## src/rtl/dct_defs.svh

```systemverilog
`ifndef DCT_DEFS_SVH
`define DCT_DEFS_SVH

// ****************************************
// Clock and bit timing
// ****************************************
`define DCT_CLK_MHZ          200
`define DCT_BIT_PERIOD_NS    1000
`define DCT_BIT_CYC          ((`DCT_BIT_PERIOD_NS * `DCT_CLK_MHZ) / 1000)
`define DCT_SHORT_NUM        1
`define DCT_LONG_NUM         4
`define DCT_DUTY_DEN         5
`define DCT_CNT_W            16

// ****************************************
// Pattern and frame
// ****************************************
`define DCT_PAT_W            16
`define DCT_LEN_W            5
`define DCT_PKT_BITS_RST     5'h08
`define DCT_PAT_RST          16'h0000

// ****************************************
// Register map (host side, Wishbone)
// ****************************************
`define DCT_ADR_W            4
`define DCT_REG_CTRL         4'h0
`define DCT_REG_PAT          4'h4
`define DCT_REG_STAT         4'h8
`define DCT_REG_MASK         4'hc
`define DCT_CTRL_SEND        0
`define DCT_CTRL_ENABLE      1
`define DCT_CTRL_LEN_LO      8
`define DCT_STAT_DONE        0
`define DCT_STAT_RXBIT       1
`define DCT_STAT_BUSY        8

`endif

```

## src/rtl/dct_link_if.sv

```systemverilog
`timescale 1ns/1ps
interface dct_link_if;
    logic wire_out;
    logic tx_enable;
    logic tx_done;
    modport tx (output wire_out, input tx_enable, output tx_done);
    modport rx (input wire_out, output tx_enable, input tx_done);
endinterface : dct_link_if

```

## src/rtl/dct_rx_sampler.sv

```systemverilog
`timescale 1ns/1ps
`include "dct_defs.svh"
module dct_rx_sampler (
    input  wire logic sys_clk,
    input  wire logic sys_rst,
    input  wire logic line_in,
    output logic      bit_valid,
    output logic      bit_value
);
    typedef struct packed {
        logic [1:0]            sync;
        logic                  prev;
        logic                  armed;
        logic [`DCT_CNT_W-1:0] cnt;
        logic                  vld;
        logic                  val;
    } dct_smp_t;
    localparam logic [`DCT_CNT_W-1:0] HALF = `DCT_CNT_W'(`DCT_BIT_CYC / 2);
    dct_smp_t s_r, s_nxt;
    always_comb begin
        s_nxt       = s_r;
        s_nxt.sync  = {s_r.sync[0], line_in};
        s_nxt.prev  = s_r.sync[1];
        s_nxt.vld   = 1'b0;
        if (s_r.sync[1] && !s_r.prev) begin
            s_nxt.armed = 1'b1;
            s_nxt.cnt   = '0;
        end else if (s_r.armed) begin
            s_nxt.cnt = s_r.cnt + 1'b1;
            if (s_r.cnt == HALF - 1'b1) begin
                // Sample at mid bit
                s_nxt.armed = 1'b0;
                s_nxt.vld   = 1'b1;
                s_nxt.val   = s_r.sync[1];
            end
        end
    end
    always_ff @(posedge sys_clk) begin
        if (sys_rst) s_r <= '0;
        else s_r <= s_nxt;
    end
    assign bit_valid = s_r.vld;
    assign bit_value = s_r.val;
endmodule : dct_rx_sampler

```

## src/rtl/dct_host.sv

```systemverilog
// Added by the designer: the register addresses and register access over Wishbone.
`timescale 1ns/1ps
`include "dct_defs.svh"
module dct_host (
    input  wire logic                   sys_clk,
    input  wire logic                   sys_rst,
    dct_link_if.rx                      link,
    input  wire logic                   tx_busy,
    output logic                        send,
    output logic [`DCT_PAT_W-1:0]       pattern,
    output logic [`DCT_LEN_W-1:0]       pkt_bits,
    input  wire logic                   wb_cyc_i,
    input  wire logic                   wb_stb_i,
    input  wire logic                   wb_we_i,
    input  wire logic [`DCT_ADR_W-1:0]  wb_adr_i,
    input  wire logic [3:0]             wb_sel_i,
    input  wire logic [31:0]            wb_dat_i,
    output logic [31:0]                 wb_dat_o,
    output logic                        wb_ack_o,
    output logic                        irq,
    output logic                        rx_valid,
    output logic [7:0]                  rx_byte
);
    typedef struct packed {
        logic                  en;
        logic                  send;
        logic [`DCT_PAT_W-1:0] pat;
        logic [`DCT_LEN_W-1:0] len;
        logic [1:0]            stat;
        logic [1:0]            mask;
        logic                  ack;
        logic [31:0]           dat;
        logic [1:0]            done_sync;
        logic [7:0]            rx;
        logic [3:0]            rx_cnt;
        logic                  rx_vld;
    } dct_host_st_t;
    dct_host_st_t s_r, s_nxt;
    logic         bit_valid;
    logic         bit_value;
    logic         acc;
    logic         wr;
    logic [1:0]   ev;

    dct_rx_sampler u_smp (
        .sys_clk   (sys_clk),
        .sys_rst   (sys_rst),
        .line_in   (link.wire_out),
        .bit_valid (bit_valid),
        .bit_value (bit_value)
    );

    assign acc = wb_cyc_i && wb_stb_i && !s_r.ack;
    assign wr  = acc && wb_we_i;

    always_comb begin
        s_nxt           = s_r;
        s_nxt.ack       = acc;
        s_nxt.send      = 1'b0;
        s_nxt.rx_vld    = 1'b0;
        s_nxt.done_sync = {s_r.done_sync[0], link.tx_done};
        ev              = {1'b0, s_r.done_sync[1]};
        if (bit_valid) begin
            s_nxt.rx = {s_r.rx[6:0], bit_value};
            if (s_r.rx_cnt == 4'h7) begin
                s_nxt.rx_cnt = '0;
                s_nxt.rx_vld = 1'b1;
                ev[1]        = 1'b1;
            end else begin
                s_nxt.rx_cnt = s_r.rx_cnt + 1'b1;
            end
        end
        s_nxt.dat = 32'h0000_0000;
        case (wb_adr_i)
            `DCT_REG_CTRL: s_nxt.dat = {19'h0, s_r.len, 6'h0, s_r.en, 1'b0};
            `DCT_REG_PAT:  s_nxt.dat = {16'h0, s_r.pat};
            `DCT_REG_STAT: s_nxt.dat = {23'h0, tx_busy, 6'h0, s_r.stat};
            `DCT_REG_MASK: s_nxt.dat = {30'h0, s_r.mask};
            default:       s_nxt.dat = 32'h0000_0000;
        endcase
        if (wr) begin
            case (wb_adr_i)
                `DCT_REG_CTRL: begin
                    s_nxt.en   = wb_dat_i[`DCT_CTRL_ENABLE];
                    s_nxt.send = wb_dat_i[`DCT_CTRL_SEND];
                    s_nxt.len  = wb_dat_i[`DCT_CTRL_LEN_LO +: `DCT_LEN_W];
                end
                // Pattern locked while a frame runs
                `DCT_REG_PAT: if (!tx_busy) s_nxt.pat = wb_dat_i[`DCT_PAT_W-1:0];
                `DCT_REG_STAT: s_nxt.stat = s_r.stat & ~wb_dat_i[1:0];
                `DCT_REG_MASK: s_nxt.mask = wb_dat_i[1:0];
                default: ;
            endcase
        end
        s_nxt.stat = s_nxt.stat | ev;  // Set wins over clear
    end

    always_ff @(posedge sys_clk) begin
        if (sys_rst) begin
            s_r     <= '0;
            s_r.len <= `DCT_PKT_BITS_RST;
            s_r.pat <= `DCT_PAT_RST;
        end else begin
            s_r <= s_nxt;
        end
    end

    assign link.tx_enable = s_r.en;
    assign send           = s_r.send;
    assign pattern        = s_r.pat;
    assign pkt_bits       = s_r.len;
    assign wb_ack_o       = s_r.ack;
    assign wb_dat_o       = s_r.dat;
    assign irq            = |(s_r.stat & s_r.mask);
    assign rx_valid       = s_r.rx_vld;
    assign rx_byte        = s_r.rx;
endmodule : dct_host

```

## src/flat_wrapper.sv

```systemverilog
// flat-port wrapper written by rule: the top's interface ports become plain ports
module dct_host_flat 
  (sys_clk, sys_rst, tx_busy, send, pattern, pkt_bits, wb_cyc_i, wb_stb_i, wb_we_i, wb_adr_i, wb_sel_i, wb_dat_i, wb_dat_o, wb_ack_o, irq, rx_valid, rx_byte, link_wire_out, link_tx_enable, link_tx_done);
  dct_link_if link_i ();
  input  wire logic sys_clk;
  input  wire logic sys_rst;
  input  wire logic tx_busy;
  output logic send;
  output logic [`DCT_PAT_W-1:0] pattern;
  output logic [`DCT_LEN_W-1:0] pkt_bits;
  input  wire logic wb_cyc_i;
  input  wire logic wb_stb_i;
  input  wire logic wb_we_i;
  input  wire logic [`DCT_ADR_W-1:0] wb_adr_i;
  input  wire logic [3:0] wb_sel_i;
  input  wire logic [31:0] wb_dat_i;
  output logic [31:0] wb_dat_o;
  output logic wb_ack_o;
  output logic irq;
  output logic rx_valid;
  output logic [7:0] rx_byte;
  input wire logic [$bits(link_i.wire_out)-1:0] link_wire_out;
  output wire logic [$bits(link_i.tx_enable)-1:0] link_tx_enable;
  input wire logic [$bits(link_i.tx_done)-1:0] link_tx_done;
  assign link_i.wire_out = link_wire_out;
  assign link_tx_enable = link_i.tx_enable;
  assign link_i.tx_done = link_tx_done;
  dct_host u_core (.sys_clk(sys_clk), .sys_rst(sys_rst), .link(link_i), .tx_busy(tx_busy), .send(send), .pattern(pattern), .pkt_bits(pkt_bits), .wb_cyc_i(wb_cyc_i), .wb_stb_i(wb_stb_i), .wb_we_i(wb_we_i), .wb_adr_i(wb_adr_i), .wb_sel_i(wb_sel_i), .wb_dat_i(wb_dat_i), .wb_dat_o(wb_dat_o), .wb_ack_o(wb_ack_o), .irq(irq), .rx_valid(rx_valid), .rx_byte(rx_byte));
endmodule
```

## config.mk

```make
export PLATFORM = sky130hd
export DESIGN_NAME = dct_host_flat
export DESIGN_NICKNAME = d
export VERILOG_FILES = /design/src/rtl/dct_link_if.sv /design/src/rtl/dct_rx_sampler.sv /design/src/rtl/dct_host.sv /design/src/flat_wrapper.sv
export VERILOG_INCLUDE_DIRS = /design/src /design/src/rtl
export SDC_FILE = /design/constraint.sdc
export NUM_CORES = 1
export LEC_CHECK = 0
export ABC_CLOCK_PERIOD_IN_PS = 1820
export BUFFER_PORTS_ARGS = -buffer_cell sky130_fd_sc_hd__clkbuf_2
export CAP_MARGIN = 5
export CELL_PAD_IN_SITES_DETAIL_PLACEMENT = 1
export CELL_PAD_IN_SITES_GLOBAL_PLACEMENT = 2
export CORE_UTILIZATION = 30
export CTS_CLUSTER_DIAMETER = 80
export DETAILED_ROUTE_END_ITERATION = 6
export GPL_TIMING_DRIVEN = 0
export PLACE_DENSITY = 0.85
export SLEW_MARGIN = 5
export SYNTH_ARGS = -nofsm -noshare
export SYNTH_HDL_FRONTEND = slang
export SYNTH_HIERARCHICAL = 1
export SYNTH_SLANG_ARGS = --single-unit
```

## constraint.sdc

```tcl
create_clock -name sys_clk -period 1.82 [get_ports sys_clk]
set_input_delay 0.182 -clock sys_clk [delete_from_list [all_inputs] [get_ports sys_clk]]
set_output_delay 0.182 -clock sys_clk [all_outputs]
set_load 0.005 [all_outputs]
```

==> metrics <==
via density per instance 4.40; final std cells w/o fill 675; share of the yosys chip area belonging to registers 43.4%; Top-Level Pins 114; Clock Latency Late Sink 0.34 ns; number of distinct standard cells referenced by the synthesized netlist 42; unrepaired setup endpoints after global routing no; number of logic stages on the critical path including buffering 5; instance count along the most critical hold path 2; total of buffers placed on input and output ports 77; floorplan die width 114 microns; switching pwr 807 uW; initial DRC count 77; global-route wire length before repair 14100 microns; critical path class reg -> reg; clock tree root buffer cell clkbuf_16; Fin Setup TNS 0 ns; global-route usage over all layers 14.2%; design internal power 2830 uW; number of antenna violations at the first check in global routing 0; peak per-stage delay on the critical path 0.34 ns; maximum number of pins on one net before global-route repair 13; Overflow after GRT 0; Setup Viol. Count Final 0; number of sinks handled by clock tree synthesis 81; Final Max Tran Viols 0; predominant post-synthesis flop cell dfxtp_1; critical path startpoint category register; combined flip-flop and latch cell area 0.00162 sq mm; total clock buffers created by CTS 9; signal arrival time at the worst endpoint 1.90 ns; Post-Route Utilization 38.8%; # nets final 553; Worst slew margin 54.1%; overall die height 114 microns; Synth area leaders dfxtp_1 43%, buf_4 12%, mux2i_1 8.8%, nand2b_1 6.4%, nor2_1 3.4%; detailed-route via count 2970; CTS tree done; cells along the critical path nand3b_1, nor4_4, buf_4, buf_6, mux2i_1; Synth area leader dfxtp_1; number of flops mapped to enable cells by yosys 0; VDD IR-drop max 0.000341 V; Lkg Pwr 0.00197 uW; setup clock skew after layout 0.00461 ns; Area after DPL 0.00439 sq mm; area of the die 0.0129 sq mm; largest fanout on the critical path 10; post-layout minimum cycle time 1.64 ns; proportion of netlist area held by the largest area contributor 43.4%; hold-fix buffers at CTS 0; max frequency 611 MHz; Final Hold Vio Count 0; Final Cell Area 0.00468 sq mm; number of cells after detailed placement 657; layout cell share with drive strength beyond 1 33.1%; average footprint of a synthesized cell 9.41 sq um; number of standard-cell rows in the floorplan 40; filler cell count in the final layout 1437; WL per Instance 12.9 microns; yosys synthesis warning count 6; buffer and inverter count on the worst path 2; post-synthesis async set-or-reset flop share 0%; CP required 2.08 ns; smallest setup slack after layout 0.182 ns; H-tree depth 3; Final GP Congestion 0.734; effective utilization at floorplan 31.0%; Tcrit/Tclk final 90.0%; proportion of power drawn by the clock network 45.1%; first drt pass iteration count 4; type of element capturing the critical path register; Core Box Area 0.0121 sq mm; total length of routed wires 8730 microns; post-route antenna net violation count 0; switching share of power 22.2%; cell area after synthesis 0.00373 sq mm; Worst path top cell family by delay simple AND/OR/NAND/NOR gates; FF-to-FF path depth 5; buffer depth of the longest clock path 2; highest-count cells in the layout ignoring fill and taps 81 x dfxtp_1, 77 x clkbuf_2, 65 x buf_4; clock transition at the registers of the reported paths 0.06 ns; Seq cells post-synth 81; Remaining DRCs 0; area of the multi-input gates 0.00165 sq mm; Worst Max-Slew Pin Slew 0.688 ns; leading cell type in the layout, fill and taps excluded dfxtp_1; part of the power in combinational logic 5.5%; ANT cells 0; Reg power frac 49.3%; Placement Setup Slack -0.0708 ns; cell with the largest stage delay on the worst path dfxtp_1; hold crit path type in -> reg; via count of the first global-routing pass 2973; detailed placement HPWL 6530 microns; outcome completed; gate count after technology mapping 397; Maximum Capacitance Violations 0; power per standard cell area 777 mW/mm^2; layout-stage area growth over the synthesis result 25.3%
cells by family after synthesis:
group,Yosys count,synth area share (%)
XOR/XNOR,11,2.58
flip-flops,81,43.4
other,1,0.100
multiplexers,35,9.75
adder cells (fa/ha/maj),2,0.670
AO/OA/AOI/OAI,32,4.66
AND/OR/NAND/NOR,158,24.7
buffers and inverters,77,14.2
Yosys cell counts (all sizes together), types with 2 or more instances:
cell	count
nor2b	8
nor2	34
clkbuf	10
xor2	3
ha	2
inv	3
mux2i	33
and3	2
or3	9
nor4	8
xnor2	8
and2	9
o21ai	12
dfxtp	81
o21bai	3
nand4	8
nand3b	4
and4	2
nand2b	38
nor3	5
buf	64
a21oi	15
nand3	10
nand2	14
through the flow:
stage,power (uW),hold slack [ns]
after global routing,3790,0.0692
after floorplan,1950,0.254
final,3630,0.0571
after CTS,3700,0.0504
after detailed placement,2040,0.411
after global placement,2030,0.403
final cells by class:
cell class / count / share of cell area [%]
inverters: 3 / 0.241
multi-input cells: 254 / 35.2
repair buffers: 80 / 8.72
clock buffers: 12 / 5.27
flip-flops and latches: 81 / 34.7
well taps: 168 / 4.49
plain buffers: 74 / 11.1
clock inverters: 3 / 0.374
worst paths after layout:
check | end | start | slack [ns]
max | u_core/pattern[9] | u_core/wb_ack_o | 0.18
min | u_core/s_nxt[14] | link_tx_done | 0.06
max reg2reg | u_core/pattern[9] | u_core/wb_ack_o | 0.18
min reg2reg | u_core/ev[0] | u_core/s_nxt[14] | 0.45
power groups by stage:
stage               clock (uW)  combinational, uW  sequential (uW)
floorplan                    0                124             1830
finish                    1640                201             1790
detailed placement           0                203             1830
global placement             0                200             1830
global route              1780                223             1790
CTS                       1710                204             1790
flip-flops by register name, indices dropped and copies added, names as in the netlist, 2 cells and up:
| register | flops |
|---|---|
| u_core/pkt_bits | 5 |
| u_core/rx_byte | 8 |
| u_core/wb_dat_o | 16 |
| u_core/u_smp/s_r | 18 |
| u_core/u_smp/s_nxt | 2 |
| u_core/pattern | 16 |
| u_core/s_r | 8 |
repair_timing:
| action | 4_1_cts | 5_1_grt |
|---|---|---|
| pin swaps | 1 | 1 |
| buffers inserted | 1 | 2 |
| resized for setup | 0 | 1 |
| endpoints found under the setup margin | 10 | 1 |
metal layers:
layer  track usage, %  up-vias  wire, microns
met3             4.89       12            407
met2             25.1       68           4340
li1                 -     1479              -
met1             15.9     1411           3820
met5                0        -              0
met4             4.91        0            156
(Power assumes the default switching activity.)
